`config.mk`:
```
export PLATFORM = sky130hd
export DESIGN_NAME = bilss_regs
export DESIGN_NICKNAME = d
export VERILOG_FILES = /design/src/pkg/bilss_pkg.sv /design/src/hw/bilss_regs.sv
export SDC_FILE = /design/constraint.sdc
export NUM_CORES = 1
export LEC_CHECK = 0
export BUFFER_PORTS_ARGS = -buffer_cell sky130_fd_sc_hd__buf_2
export CAP_MARGIN = 10
export CORE_MARGIN = 2
export CORE_UTILIZATION = 46
export CTS_BUF_LIST = sky130_fd_sc_hd__clkbuf_4 sky130_fd_sc_hd__clkbuf_8
export CTS_CLUSTER_SIZE = 24
export DETAILED_ROUTE_END_ITERATION = 10
export GPL_TIMING_DRIVEN = 0
export PLACE_DENSITY = 0.86
export SETUP_SLACK_MARGIN = 0.5
export SLEW_MARGIN = 20
export SYNTH_ARGS = -nofsm -noshare
export SYNTH_HDL_FRONTEND = slang
export SYNTH_SLANG_ARGS = --single-unit
export TNS_END_PERCENT = 100
```
`constraint.sdc`:
```
create_clock -name sys_clk -period 1.8 [get_ports sys_clk]
set_input_delay 0.09 -clock sys_clk [delete_from_list [all_inputs] [get_ports sys_clk]]
set_output_delay 0.09 -clock sys_clk [all_outputs]
set_load 0.05 [all_outputs]
```
`src/pkg/bilss_pkg.sv`:
```
// constants for the bridge i/o limit and secondary status registers
// assumes byte-wide configuration accesses at the printed offsets
package bilss_pkg;

   // ****************************************
   // register offsets
   // ****************************************
   localparam logic [7:0] OFS_IO_WINDOW_UPPER_BOUND      = 8'h1d;
   localparam logic [7:0] OFS_SEC_BUS_ERROR_FLAGS_LO     = 8'h1e;
   localparam logic [7:0] OFS_SEC_BUS_ERROR_FLAGS_HI     = 8'h1f;
   localparam logic [7:0] OFS_IO_LIMIT_UPPER16_LO        = 8'h32;
   localparam logic [7:0] OFS_IO_LIMIT_UPPER16_HI        = 8'h33;
   localparam logic [7:0] OFS_BRIDGE_CONTROL             = 8'h3e;

   // ****************************************
   // fields and reset values
   // ****************************************
   localparam logic [3:0] IO_WIDTH_CODE                  = 4'h1;
   localparam logic [3:0] IO_UPPER_BOUND_RESET           = 4'h0;
   localparam logic [15:0] IO_LIMIT_UPPER16_RESET        = 16'h0000;
   localparam logic [11:0] IO_LIMIT_LOW_ONES             = 12'hfff;
   localparam logic [1:0] DEVSEL_MEDIUM                  = 2'h1;
   localparam logic       FAST_BACK_TO_BACK_CAPABLE      = 1'h1;
   localparam logic       HIGH_SPEED_BUS_CAPABLE         = 1'h1;
   localparam int         PARITY_RESPONSE_ENABLE_BIT     = 0;
   localparam logic       PARITY_RESPONSE_RESET          = 1'h0;
   localparam logic [15:0] ERROR_FLAGS_RESET             = 16'h0000;
   localparam logic [7:0] READ_DATA_RESET                = 8'h00;
   localparam logic       STROBE_RESET                   = 1'h0;

   // error flag positions inside the secondary status word
   localparam int FLAG_DETECTED_PARITY = 15;
   localparam int FLAG_RECEIVED_SYSTEM = 14;
   localparam int FLAG_RECEIVED_RECEIVED_MASTER_ABORT_FLAG = 13;
   localparam int FLAG_RECEIVED_TABORT = 12;
   localparam int FLAG_SIGNALED_TABORT = 11;
   localparam int FLAG_MASTER_DATA_PAR = 8;
   localparam logic [15:0] ERROR_FLAG_MASK = 16'hf900;

endpackage : bilss_pkg

```
`src/hw/bilss_regs.sv`:
```
// i/o limit and secondary status registers of the bridge, with the
// i/o window upper-bound compare used by the forwarding logic.
// assumes event inputs are single-cycle strobes from the secondary
// bus interface, synchronous to sys_clk; config access is byte wide.
`timescale 1ns/100ps

// Contract
// - limit field bits 7:4 are address 15:12
// - low twelve limit bits compare as ones
// - upper limit bits from register at 32h
// - limit bits 3:0 read 1h
// - addresses above limit are not forwarded
// - target address/attribute error sets bit 15
// - write-target or read-master data error sets 15
// - bit 15 ignores parity response enable
// - observed serr sets bit 14
// - mastered transaction master abort sets 13
// - received target abort sets bit 12
// - signaled target abort sets bit 11
// - bits 10:9 read 01b
// - bit 8 needs master, enable, perr
// - bit 7 reads 1b
// - bit 5 reads 1b
// - reserved bits ignore writes, read zero
module bilss_regs
   import bilss_pkg::*;
(
   // clock and reset
   input  wire logic        sys_clk,
   input  wire logic        reset_n,
   // configuration access
   input  wire logic        cfgWrite,
   input  wire logic        cfgRead,
   input  wire logic [7:0]  cfgAddr,
   input  wire logic [7:0]  cfgWriteData,
   output logic      [7:0]  cfgReadData,
   output logic             cfgReadValid,
   // secondary bus events
   input  wire logic        targetAddrParityErr,
   input  wire logic        targetWriteDataErr,
   input  wire logic        masterReadDataErr,
   input  wire logic        serrObserved,
   input  wire logic        masterAbortSeen,
   input  wire logic        targetAbortReceived,
   input  wire logic        targetAbortSignaled,
   input  wire logic        isBusMaster,
   input  wire logic        perrDrivenOnRead,
   input  wire logic        perrSeenOnWrite,
   // i/o forwarding check
   input  wire logic        ioCheckValid,
   input  wire logic [31:0] ioCheckAddr,
   output logic             ioBelowLimit,
   output logic             ioCheckDone,
   output logic [31:0]      ioLimitAddr
);

   // ****************************************
   // storage
   // ****************************************
   logic [3:0]  io_upper_bound_field;
   logic [7:0]  ioLimitUpperLo;
   logic [7:0]  ioLimitUpperHi;
   logic [15:0] ioLimitUpper16;
   logic        parity_response_enable;

   logic        wrIoBound;
   logic        wrUpperLo;
   logic        wrUpperHi;
   logic        wrBridgeCtl;
   logic        wrStatusLo;
   logic        wrStatusHi;

   logic        parityHit;
   logic        systemHit;
   logic        mabortHit;
   logic        tabortRxHit;
   logic        tabortTxHit;
   logic        dataParHit;

   logic [15:0] errorFlags;
   logic [15:0] next_errorFlags;
   logic [15:0] flagSet;
   logic [15:0] flagClear;
   logic [15:0] statusFixed;
   logic [15:0] statusWord;
   logic [7:0]  next_cfgReadData;
   logic [31:0] next_ioLimitAddr;
   logic        next_ioBelowLimit;

   // ****************************************
   // write decode
   // ****************************************
   // one strobe per offset, shared by stores and clears
   always_comb begin
      wrIoBound   = cfgWrite && (cfgAddr == OFS_IO_WINDOW_UPPER_BOUND);
      wrUpperLo   = cfgWrite && (cfgAddr == OFS_IO_LIMIT_UPPER16_LO);
      wrUpperHi   = cfgWrite && (cfgAddr == OFS_IO_LIMIT_UPPER16_HI);
      wrBridgeCtl = cfgWrite && (cfgAddr == OFS_BRIDGE_CONTROL);
      wrStatusLo  = cfgWrite && (cfgAddr == OFS_SEC_BUS_ERROR_FLAGS_LO);
      wrStatusHi  = cfgWrite && (cfgAddr == OFS_SEC_BUS_ERROR_FLAGS_HI);
   end

   // ****************************************
   // i/o window limit field
   // ****************************************
   always_ff @(posedge sys_clk) begin
      if (!reset_n) begin
         io_upper_bound_field <= IO_UPPER_BOUND_RESET;
      end else if (wrIoBound) begin
         // low nibble is the fixed width code, never stored
         io_upper_bound_field <= cfgWriteData[7:4];
      end
   end

   // ****************************************
   // upper limit bytes
   // ****************************************
   // bytes kept apart so each has a single writer
   always_ff @(posedge sys_clk) begin
      if (!reset_n) begin
         ioLimitUpperLo <= IO_LIMIT_UPPER16_RESET[7:0];
      end else if (wrUpperLo) begin
         ioLimitUpperLo <= cfgWriteData;
      end
   end

   always_ff @(posedge sys_clk) begin
      if (!reset_n) begin
         ioLimitUpperHi <= IO_LIMIT_UPPER16_RESET[15:8];
      end else if (wrUpperHi) begin
         ioLimitUpperHi <= cfgWriteData;
      end
   end

   // no atomicity: a half-written upper limit is used as it stands
   always_comb begin
      ioLimitUpper16 = {ioLimitUpperHi, ioLimitUpperLo};
   end

   // ****************************************
   // bridge control
   // ****************************************
   // only the enable bit is kept; other bits read zero
   always_ff @(posedge sys_clk) begin
      if (!reset_n) begin
         parity_response_enable <= PARITY_RESPONSE_RESET;
      end else if (wrBridgeCtl) begin
         parity_response_enable <=
            cfgWriteData[PARITY_RESPONSE_ENABLE_BIT];
      end
   end

   // ****************************************
   // event qualification
   // ****************************************
   // enable deliberately not consulted for bit 15
   always_comb begin
      parityHit = targetAddrParityErr
                | targetWriteDataErr
                | masterReadDataErr;
      systemHit = serrObserved;
      mabortHit = masterAbortSeen;
      tabortRxHit = targetAbortReceived;
      tabortTxHit = targetAbortSignaled;
      dataParHit = isBusMaster
                 & parity_response_enable
                 & (perrDrivenOnRead | perrSeenOnWrite);
   end

   always_comb begin
      flagSet = 16'h0000;
      flagSet[FLAG_DETECTED_PARITY] = parityHit;
      flagSet[FLAG_RECEIVED_SYSTEM] = systemHit;
      flagSet[FLAG_RECEIVED_RECEIVED_MASTER_ABORT_FLAG] = mabortHit;
      flagSet[FLAG_RECEIVED_TABORT] = tabortRxHit;
      flagSet[FLAG_SIGNALED_TABORT] = tabortTxHit;
      flagSet[FLAG_MASTER_DATA_PAR] = dataParHit;
   end

   // ****************************************
   // write-one-to-clear
   // ****************************************
   always_comb begin
      flagClear = 16'h0000;
      if (wrStatusLo) begin
         flagClear[7:0] = cfgWriteData;
      end
      if (wrStatusHi) begin
         flagClear[15:8] = cfgWriteData;
      end
   end

   // ****************************************
   // sticky error flags
   // ****************************************
   // one cell per status bit; unmasked bits never hold a one
   generate
      for (genvar b = 0; b < 16; b++) begin : g_flag
         always_comb begin
            if (!ERROR_FLAG_MASK[b]) begin
               next_errorFlags[b] = 1'h0;
            end else if (flagSet[b]) begin
               // a set in the clearing cycle must not be lost
               next_errorFlags[b] = 1'h1;
            end else if (flagClear[b]) begin
               next_errorFlags[b] = 1'h0;
            end else begin
               next_errorFlags[b] = errorFlags[b];
            end
         end

         always_ff @(posedge sys_clk) begin
            if (!reset_n) begin
               errorFlags[b] <= ERROR_FLAGS_RESET[b];
            end else begin
               errorFlags[b] <= next_errorFlags[b];
            end
         end
      end
   endgenerate

   // ****************************************
   // fixed status bits
   // ****************************************
   always_comb begin
      statusFixed = 16'h0000;
      statusFixed[10:9] = DEVSEL_MEDIUM;
      statusFixed[7] = FAST_BACK_TO_BACK_CAPABLE;
      statusFixed[5] = HIGH_SPEED_BUS_CAPABLE;
   end

   // reserved bits read zero whatever was written
   generate
      for (genvar s = 0; s < 16; s++) begin : g_status
         always_comb begin
            if (ERROR_FLAG_MASK[s]) begin
               statusWord[s] = errorFlags[s];
            end else begin
               statusWord[s] = statusFixed[s];
            end
         end
      end
   endgenerate

   // ****************************************
   // read strobe
   // ****************************************
   always_ff @(posedge sys_clk) begin
      if (!reset_n) begin
         cfgReadValid <= STROBE_RESET;
      end else begin
         cfgReadValid <= cfgRead;
      end
   end

   // ****************************************
   // read data
   // ****************************************
   // data follows the offset every cycle; reads have no side effect
   always_comb begin
      next_cfgReadData = READ_DATA_RESET;
      unique case (cfgAddr)
         OFS_IO_WINDOW_UPPER_BOUND: begin
            next_cfgReadData = {io_upper_bound_field,
                                IO_WIDTH_CODE};
         end
         OFS_SEC_BUS_ERROR_FLAGS_LO: begin
            next_cfgReadData = statusWord[7:0];
         end
         OFS_SEC_BUS_ERROR_FLAGS_HI: begin
            next_cfgReadData = statusWord[15:8];
         end
         OFS_IO_LIMIT_UPPER16_LO: begin
            next_cfgReadData = ioLimitUpperLo;
         end
         OFS_IO_LIMIT_UPPER16_HI: begin
            next_cfgReadData = ioLimitUpperHi;
         end
         OFS_BRIDGE_CONTROL: begin
            next_cfgReadData = {7'h00, parity_response_enable};
         end
         default: begin
            next_cfgReadData = READ_DATA_RESET;
         end
      endcase
   end

   always_ff @(posedge sys_clk) begin
      if (!reset_n) begin
         cfgReadData <= READ_DATA_RESET;
      end else begin
         cfgReadData <= next_cfgReadData;
      end
   end

   // ****************************************
   // i/o window upper bound
   // ****************************************
   always_comb begin
      next_ioLimitAddr = {ioLimitUpper16, io_upper_bound_field,
                          IO_LIMIT_LOW_ONES};
   end

   // an address equal to the limit is still inside the window
   always_comb begin
      next_ioBelowLimit = ioCheckValid
                        && (ioCheckAddr <= next_ioLimitAddr);
   end

   // ****************************************
   // registered compare results
   // ****************************************
   // one cycle of latency keeps every output registered
   always_ff @(posedge sys_clk) begin
      if (!reset_n) begin
         ioLimitAddr <= {IO_LIMIT_UPPER16_RESET, IO_UPPER_BOUND_RESET,
                         IO_LIMIT_LOW_ONES};
      end else begin
         ioLimitAddr <= next_ioLimitAddr;
      end
   end

   always_ff @(posedge sys_clk) begin
      if (!reset_n) begin
         ioCheckDone <= STROBE_RESET;
      end else begin
         ioCheckDone <= ioCheckValid;
      end
   end

   always_ff @(posedge sys_clk) begin
      if (!reset_n) begin
         ioBelowLimit <= STROBE_RESET;
      end else begin
         ioBelowLimit <= next_ioBelowLimit;
      end
   end

endmodule : bilss_regs

```
==> results of run 1 <==
==> worst paths after layout <==
| check | startpoint | end | slack, ns | cells after the start |
|---|---|---|---|---|
| max | ioLimitUpperHi[5] | ioBelowLimit | 0.24 | 7 |
| min | targetWriteDataErr | errorFlags[15] | 0.01 | 2 |
| max reg2reg | ioLimitUpperHi[5] | ioBelowLimit | 0.24 | 7 |
| min reg2reg | ioLimitUpperLo[6] | ioLimitAddr[22] | 0.47 | 1 |
==> state kept, by name (all words and copies together), names as in the netlist <==
name / cells
cfgReadData: 8
cfgReadValid: 1
errorFlags: 6
ioBelowLimit: 1
ioCheckDone: 1
ioLimitAddr: 20
ioLimitUpperHi: 8
ioLimitUpperLo: 8
io_upper_bound_field: 4
parity_response_enable: 1
==> placed cells by master (no fill, tap or decap), types with 4 or more instances in the layout <==
cell           synthesis  routed
inv_2                  0       8
mux2i_1               17      17
a21oi_1               13      11
and2_1                19      18
clkbuf_1               6       6
ha_4                   0      13
buf_4                 12      37
buf_2                  3      92
buf_6                  0       6
nand4_1                9       9
nor2b_1               19      19
o21a_1                 5       5
nand2_1               25      24
dfxtp_2                0      13
dlygate4sd3_1          0       8
nand3_1               11      11
nor3_1                 6       4
a21boi_1               0       5
clkbuf_8               0      10
inv_1                 26      18
ha_1                  20       7
o21ai_0               14      14
dfxtp_1               58      42
clkbuf_4               0       4
conb_1                 1      12
==> cell families after synthesis <==
logic type / Yosys count / synth area share [%]
adders and majority gates: 20 / 9.07
other: 1 / 0.136
muxes: 19 / 6.98
buffers and inverters: 48 / 8.30
DFF: 58 / 42.1
and+or+nand+nor: 102 / 21.4
AOI/OAI and AO/OA: 53 / 12.1
==> final cells by class <==
class	instances	area share, %
Sequential cell	58	28.3
Timing Repair Buffer	130	18.9
Inverter	26	2.33
Buffer	22	3.49
Clock buffer	13	3.82
Multi-Input combinational cell	206	40.5
Clock inverter	3	0.358
Tap cell	75	2.24
==> power by group through the flow <==
stage               combinational, mW  clock, mW  sequential (mW)
global route                    0.411       1.16             1.30
finish                          0.383       1.09             1.30
CTS                             0.335       1.09             1.30
detailed placement              0.306          0             1.33
global placement                0.297          0             1.33
floorplan                       0.176          0             1.34
==> through the flow <==
stage / util [%] / cell area, um^2
CTS: 66.1 / 3870
global route: 71.7 / 4200
floorplan: - / 2860
detailed placement: 58.4 / 3420
finish: 71.7 / 4200
global placement: 58.4 / 3420
==> what timing repair did <==
| action | CTS | global route |
|---|---|---|
| pin swaps | 16 | 16 |
| hold buffers | 8 | 0 |
| gates resized for setup | 20 | 38 |
| hold endpoints to repair | 7 | 0 |
| buffers inserted | 15 | 14 |
| gates cloned | 0 | 0 |
| setup endpoints to repair | 28 | 34 |
==> metal layers <==
| metal | up-vias | share of wire, % | track usage [%] |
|---|---|---|---|
| li1 | 1316 | - | - |
| met1 | 1306 | 39 | 27.8 |
| met2 | 129 | 51 | 38.9 |
| met3 | 23 | 7.7 | 6.70 |
| met4 | 0 | 2.9 | 9.83 |
| met5 | - | 0 | 0 |
==> results_dict.tcl, run 1 <==
set metrics [dict create \
    synth.area.top_cells "dfxtp_1 (42%), ha_1 (9.1%), mux2i_1 (6.2%), and2_1 (4.3%), nor2b_1 (4.3%)" \
    cts_buffer_depth 2 \
    drv_slew 0 \
    crit_path_max_incr_delay_ns 0.37 \
    ys.flop_type "dfxtp_1" \
    ys_seq_elements 58 \
    dr.first_iter.drc_count 140 \
    clockRootBuffer "clkbuf_8" \
    port_buffers 93 \
    cts_tree "done" \
    synth_area_um2 2760 \
    layout-drive-gt1-share_pct 46.1 \
    cp_common_cell "nand4_1" \
    cp_data_required_time_ns 2.03 \
    switching_power_uw 734 \
    netlist.area_leader.share_pct 42.1 \
    synth_largest_area_cell "dfxtp_1" \
    holdCritPathClass "in -> reg" \
    critical_path_buf_inv_count 1 \
    clk_pin_slew_ns 0.07 \
    syn_inst 301 \
    insertion_delay_ns 0.34 \
    max_cap_viol_count 0 \
    dieWidth_um 81.5 \
    rows 28 \
    slowest_stage "nor4_4" \
    area_growth_pct 52.0 \
    grt_usage_pct 23.2 \
    final_cell_count_no_fill 533 \
    cp-start-kind "register" \
    fill_cells 397 \
    pwr-share-seq_pct 46.9 \
    p_leak_nw 1.98 \
    synth-edff-count 0 \
    period_minus_slack_ns 1.56 \
    synth_seq_area_share_pct 42.1 \
    grt_pass1_wl_um 11500 \
    core_um2 5850 \
    peakVddDrop_mv 0.459 \
    hpwl_um 5210 \
    relSlewSlack_pct 59.7 \
    p_comb_share_pct 13.8 \
    final_antenna_net_count 0 \
    clockPowerShare_pct 39.3 \
    seqCellArea_um2 1190 \
    htree_levels 3 \
    pre_cts_slack_ns -0.197 \
    multiInputGateArea_um2 1700 \
    swShare_pct 26.5 \
    cts_buffers 9 \
    arrival_ns 1.79 \
    drt_wl_total_um 8650 \
    avgSynthCellArea_um2 9.17 \
    synthArstFlopShare_pct 0 \
    synth_commonest_cells "dfxtp_1 (58), inv_1 (26), nand2_1 (25)" \
    wl_per_cell_um 16.2 \
    cpLargestDelayFamily "simple AND/OR/NAND/NOR gates" \
    yosysWarnings 0 \
    grt_pass1_vias 2476 \
    setup_slack_ns 0.238 \
    cp_max_fo 2 \
    num_vias 2774 \
    vias_per_cell 5.20 \
    p_int_mw 2.03 \
    fin_crit_sh_pct 86.8 \
    numPlacedInstances 480 \
    holdWs_ns 0.0138 \
    die_h_um 81.5 \
    tns_ns 0 \
    io_pins 106 \
    end_kind "register" \
    crit_chain "inv_2 -> ha_4 -> nand4_1 -> nor4_4 -> a22oi_1 -> nand4_1 -> nand2_1" \
    dieArea_um2 6640 \
    drc 0 \
    clock_skew_ns 0.00954 \
    synth_most_common_cell "dfxtp_1" \
    gp_congestion 0.894 \
    rsz0062_at_grt "yes" \
    dr.pass1.iters 4 \
    powerDensity_nw_per_um2 659 \
    antenna_found_initial 0 \
    setup.worst_path.class "reg -> reg" \
    grt_max_degree 11 \
    nNetsFinal 536 \
    total_power_mw 2.76 \
    grt.overflow.total 0 \
    worstMarginPinSlew_ns 0.605 \
    synth_cell_types 39 \
    finalSetupViolCount 0 \
    initial_core_util_pct 47.2 \
    cts_sinks 58 \
    fmax_ghz 0.640 \
    outcome "finished clean" \
    n_antenna_cell 0 \
    hold_violations 0 \
]
No activity file was read; power rests on OpenSTA's default activity.
==> run 2: changes to the inputs <==
- CORE_UTILIZATION: 46 -> 45
- PLACE_DENSITY: 0.86 -> 0.84
- SETUP_SLACK_MARGIN: 0.5 -> 0.4
- TNS_END_PERCENT: 100 -> 20
==> run 2 against run 1 <==
Against the previous run:
- non-clock buffer count shrank 19
- first-iteration DRC count is 27% higher
- via count shrank 5.0%
- sequential power about the same
- clock skew about the same
- critical endpoint unchanged
- highest routed layer unchanged
==> results_dict.tcl, run 2 (synthesis gave the netlist of run 1 again) <==
set metrics [dict create \
    outcome "finished clean" \
    fill_cells 468 \
    rsz0062_at_grt "yes" \
    setup_slack_ns 0.0964 \
    final_antenna_net_count 0 \
    hpwl_um 5390 \
    multiInputGateArea_um2 1520 \
    cts_sinks 58 \
    cp-start-kind "register" \
    dieWidth_um 82.3 \
    initial_core_util_pct 46.6 \
    worstMarginPinSlew_ns 0.654 \
    antenna_found_initial 0 \
    insertion_delay_ns 0.35 \
    holdCritPathClass "in -> reg" \
    peakVddDrop_mv 0.601 \
    vias_per_cell 5.13 \
    clk_pin_slew_ns 0.07 \
    arrival_ns 1.94 \
    slowest_stage "nor4_2" \
    cts_buffers 9 \
    grt.overflow.total 0 \
    grt_usage_pct 23.4 \
    grt_max_degree 11 \
    holdPathEnd "ioLimitUpperHi[1]" \
    largest_register_ffs 20 \
    port_buffers 93 \
    powerDensity_nw_per_um2 787 \
    gp_congestion 0.960 \
    final_core_util_pct 66.1 \
    holdWs_ns 0.0314 \
    htree_levels 3 \
    core_um2 5920 \
    drv_slew 0 \
    n_antenna_cell 0 \
    grt_pass1_vias 2528 \
    reg2reg_from "ioLimitUpperHi[5]" \
    r2r_end "ioBelowLimit" \
    fin_crit_sh_pct 94.6 \
    setup.worst_path.class "reg -> reg" \
    hold_depth 3 \
    die_h_um 82.3 \
    end_kind "register" \
    pre_cts_slack_ns -0.136 \
    grt_pass1_wl_um 11700 \
    max_cap_viol_count 0 \
    rows 28 \
    cpLargestDelayFamily "simple AND/OR/NAND/NOR gates" \
    final_cell_mix "buf_2 (92), dfxtp_1 (44), nand2_1 (25)" \
    reg2reg_depth 7 \
    wl_per_cell_um 14.9 \
    dieArea_um2 6780 \
    regMostFlops "ioLimitAddr" \
    seqCellArea_um2 1180 \
    finalSetupViolCount 0 \
    dr.pass1.iters 4 \
    area_growth_pct 41.9 \
    total_power_mw 3.08 \
    cp_max_fo 4 \
    dr.first_iter.drc_count 178 \
    hold_violations 0 \
    drc 0 \
    io_pins 106 \
    cts_buffer_depth 2 \
    final_common_cell "buf_2" \
    relSlewSlack_pct 56.0 \
    clock_skew_ns 0.00982 \
    crit_chain "inv_1 -> ha_1 -> nand4_1 -> nor4_2 -> a22oi_1 -> nand4_1 -> nand2_1" \
    cts_tree "done" \
    hp-start "cfgWriteData[1]" \
    critical_path_buf_inv_count 1 \
    r2r_setup_slack_ns 0.1 \
    clockRootBuffer "clkbuf_8" \
    nNetsFinal 517 \
    drt_wl_total_um 7670 \
    num_vias 2635 \
    fmax_ghz 0.587 \
    cp_common_cell "nand4_1" \
    period_minus_slack_ns 1.70 \
    cp_data_required_time_ns 2.04 \
    crit_path_max_incr_delay_ns 0.39 \
    p_leak_nw 1.85 \
    layout-drive-gt1-share_pct 38.0 \
]
## run 2: changes by cell type in the layout (fill, tap and decap cells not counted), moves of 4 or more
cell,before,now
inv_1,18,24
inv_2,8,2
clkbuf_4,4,0
a21boi_0,1,5
ha_4,13,4
buf_4,37,21
ha_1,7,16
a21boi_1,5,1
## run 2: layer usage
metal  share of wire [%]  wire length [um]  track usage (%)
met1                  39              3000             27.7
met2                  50              3810             39.1
met3                 8.5               653             7.61
met4                 2.6               200             9.00
met5                   0                 0                0
## run 2: power breakdown
group / switching [mW] / internal, mW / total [mW] / leakage (nW)
clock network: 0.546 / 0.890 / 1.44 / 0.119
registers: 0.00571 / 1.29 / 1.30 / 0.477
logic: 0.199 / 0.147 / 0.347 / 1.25
## run 2: layout make-up
cell class	count	area share (%)
plain buffers	22	3.67
clock buffers	12	4.22
repair buffers	111	16.2
flip-flops and latches	58	30.2
well taps	75	2.40
multi-input cells	206	38.9
inverters	26	2.49
clock inverters	4	1.85
## run 2: worst min-delay path, cell delays in order
cell and delay (ns):
buf_2 0.10, mux2i_1 0.06, nor2b_1 0.09
## run 2: what timing repair did
item	in CTS	in global routing
hold buffers	9	0
pin swaps	7	12
setup buffers	4	5
setup endpoints to repair	27	27
endpoints found under the hold margin	7	0
resized for setup	13	21
## run 2: worst max-delay path by stage
stage	from	endpoint	slack, ns	cells after the start
global placement	cfgAddr[7]	io_upper_bound_field[1]	-0.16	8
detailed placement	cfgAddr[7]	ioLimitUpperHi[3]	-0.14	7
global route	ioLimitUpperHi[5]	ioBelowLimit	0.03	7
floorplan	cfgAddr[7]	cfgReadData[1]	0.13	7
CTS	ioLimitUpperLo[1]	ioBelowLimit	0.23	7
finish	ioLimitUpperHi[5]	ioBelowLimit	0.1	7
## run 2: through the flow
step                TNS (ns)  instances  cell area (um^2)
floorplan                  0        312              2820
global placement       -1.54        480              3380
detailed placement     -1.64        480              3380
CTS                        0        509              3790
global route               0        514              3920
finish                     0        514              3920
==> run 3: changes to the inputs <==
- PLACE_DENSITY: 0.84 -> 0.81
- clock period: 1.8 -> 2.1 ns (I/O delays scaled with it)
==> run 3 against run 2 <==
Against the previous run:
- hold slack better by 0.0038 ns
- worst setup slack better by 0.29 ns
- first-iteration DRC count is 30% lower
- count of clock-buffer cells in the layout stayed put
- design area is 5.8% lower
- total power is 16% lower
- combinational power is 21% lower
- largest power group unchanged
==> results_dict.tcl, run 3 (synthesis gave the netlist of run 1 again) <==
set metrics [dict create \
    outcome "finished clean" \
    die_h_um 82.3 \
    setup.worst_path.class "reg -> reg" \
    dr.pass1.iters 4 \
    crit_path_max_incr_delay_ns 0.40 \
    grt_max_degree 11 \
    hpwl_um 5260 \
    dieArea_um2 6780 \
    grt_pass1_wl_um 10900 \
    cp-start-kind "register" \
    insertion_delay_ns 0.35 \
    grt_pass1_vias 2338 \
    total_power_mw 2.58 \
    powerDensity_nw_per_um2 700 \
    peakVddDrop_mv 0.425 \
    slowest_stage "dfxtp_1" \
    hold_violations 0 \
    cp_max_fo 4 \
    drt_wl_total_um 7030 \
    end_kind "register" \
    r2r_end "ioBelowLimit" \
    reg2reg_from "ioLimitUpperHi[1]" \
    cts_setup_buffers 0 \
    clockRootBuffer "clkbuf_8" \
    htree_levels 3 \
    worstMarginPinSlew_ns 0.633 \
    setup_slack_ns 0.391 \
    vias_per_cell 5.05 \
    final_antenna_net_count 0 \
    fin_crit_sh_pct 81.4 \
    grt_usage_pct 21.5 \
    wl_per_cell_um 14.0 \
    drv_slew 0 \
    num_vias 2539 \
    clock_skew_ns 0.00636 \
    arrival_ns 1.95 \
    cp_common_cell "nand4_1" \
    area_growth_pct 33.7 \
    dieWidth_um 82.3 \
    regMostFlops "ioLimitAddr" \
    layout-drive-gt1-share_pct 30.6 \
    pre_cts_slack_ns 0.0786 \
    finalSetupViolCount 0 \
    io_pins 106 \
    cp_data_required_time_ns 2.34 \
    gp_congestion 0.909 \
    r2r_setup_slack_ns 0.39 \
    cts_sinks 58 \
    nNetsFinal 508 \
    drc 0 \
    grt.overflow.total 0 \
    relSlewSlack_pct 57.5 \
    crit_path_start "ioLimitUpperHi[1]" \
    final_cell_mix "buf_2 (95), dfxtp_1 (58), inv_1 (26)" \
    cts_buffers 9 \
    largest_register_ffs 20 \
    crit_chain "inv_1 -> ha_1 -> nand4_1 -> nor4_2 -> a22oi_1 -> nand4_1 -> nand2_1" \
    max_cap_viol_count 0 \
    port_buffers 93 \
    hold_depth 3 \
    initial_core_util_pct 46.6 \
    holdCritPathClass "in -> reg" \
    final_core_util_pct 62.3 \
    n_antenna_cell 0 \
    core_um2 5920 \
    clk_pin_slew_ns 0.07 \
    p_leak_nw 1.76 \
    reg2reg_depth 7 \
    dr.first_iter.drc_count 125 \
    endpoint "ioBelowLimit" \
    tns_ns 0 \
    antenna_found_initial 0 \
    rsz0062_at_grt "yes" \
    fmax_ghz 0.585 \
    period_minus_slack_ns 1.71 \
    rows 28 \
    cts_buffer_depth 2 \
    cts_tree "done" \
    final_common_cell "buf_2" \
    fill_cells 520 \
]
[run 3: changes by cell type in the layout (fill, tap and decap cells not counted), moves of 2 or more]
cell	change
nor4_4	-2
nor4_2	+2
inv_1	+2
nor3_1	+2
buf_2	+3
dfxtp_2	-12
buf_4	-8
buf_6	-4
nor3_2	-2
inv_2	-2
ha_1	+4
dfxtp_1	+14
dfxtp_4	-2
ha_4	-4
[run 3: worst min path at each step]
stage | from | end
finish | cfgWriteData[2] | ioLimitUpperLo[2]
global route | cfgWriteData[1] | ioLimitUpperLo[1]
CTS | cfgWriteData[1] | ioLimitUpperLo[1]
detailed placement | targetAbortSignaled | errorFlags[11]
global placement | cfgRead | cfgReadValid
floorplan | targetAbortSignaled | errorFlags[11]
[run 3: per-stage QoR]
stage | instances | hold WS, ns | instance area (um^2)
2_1_floorplan | 312 | 0.229 | 2800
3_3_place_gp | 480 | 0.310 | 3360
3_5_place_dp | 480 | 0.320 | 3360
4_1_cts | 503 | 0.0364 | 3680
5_1_grt | 503 | 0.0434 | 3690
6_report | 503 | 0.0352 | 3690
[run 3: per-layer routing]
layer	up-vias	share of wire (%)	GRT usage (%)
li1	1258	-	-
met1	1158	43	26.4
met2	109	47	34.9
met3	14	8.0	4.78
met4	0	2.1	12.0
met5	-	0	0
[run 3: what timing repair did]
action                                  CTS  global route
hold buffers                              9             0
hold endpoints to repair                  7             0
pin swaps                                 1             0
resized for setup                         1             1
endpoints found under the setup margin    1            17
[run 3: report_power, final]
part	internal, mW	switching [mW]	total [mW]
Sequential	1.11	0.00431	1.11
Combinational	0.115	0.160	0.275
Clock	0.752	0.442	1.19
[run 3: critical path: cells and delay by family, from the launching register on]
family / cells / cell delay, ns
AOI/OAI and AO/OA: 1 / 0.12
adders and majority gates: 1 / 0.31
DFF: 1 / 0.40
and+or+nand+nor: 4 / 0.71
buffers and inverters: 1 / 0.06
[run 3: final cells by class]
type                       count  area (um^2)  share of cell area [%]
multi-input combinational    206         1420                    38.6
sequential                    58         1160                    31.5
timing repair buffer         102          556                    15.1
clock buffer                  12          165                    4.47
buffer                        22          134                    3.63
inverter                      26         97.6                    2.64
tap                           75         93.8                    2.54
clock inverter                 2         60.1                    1.63
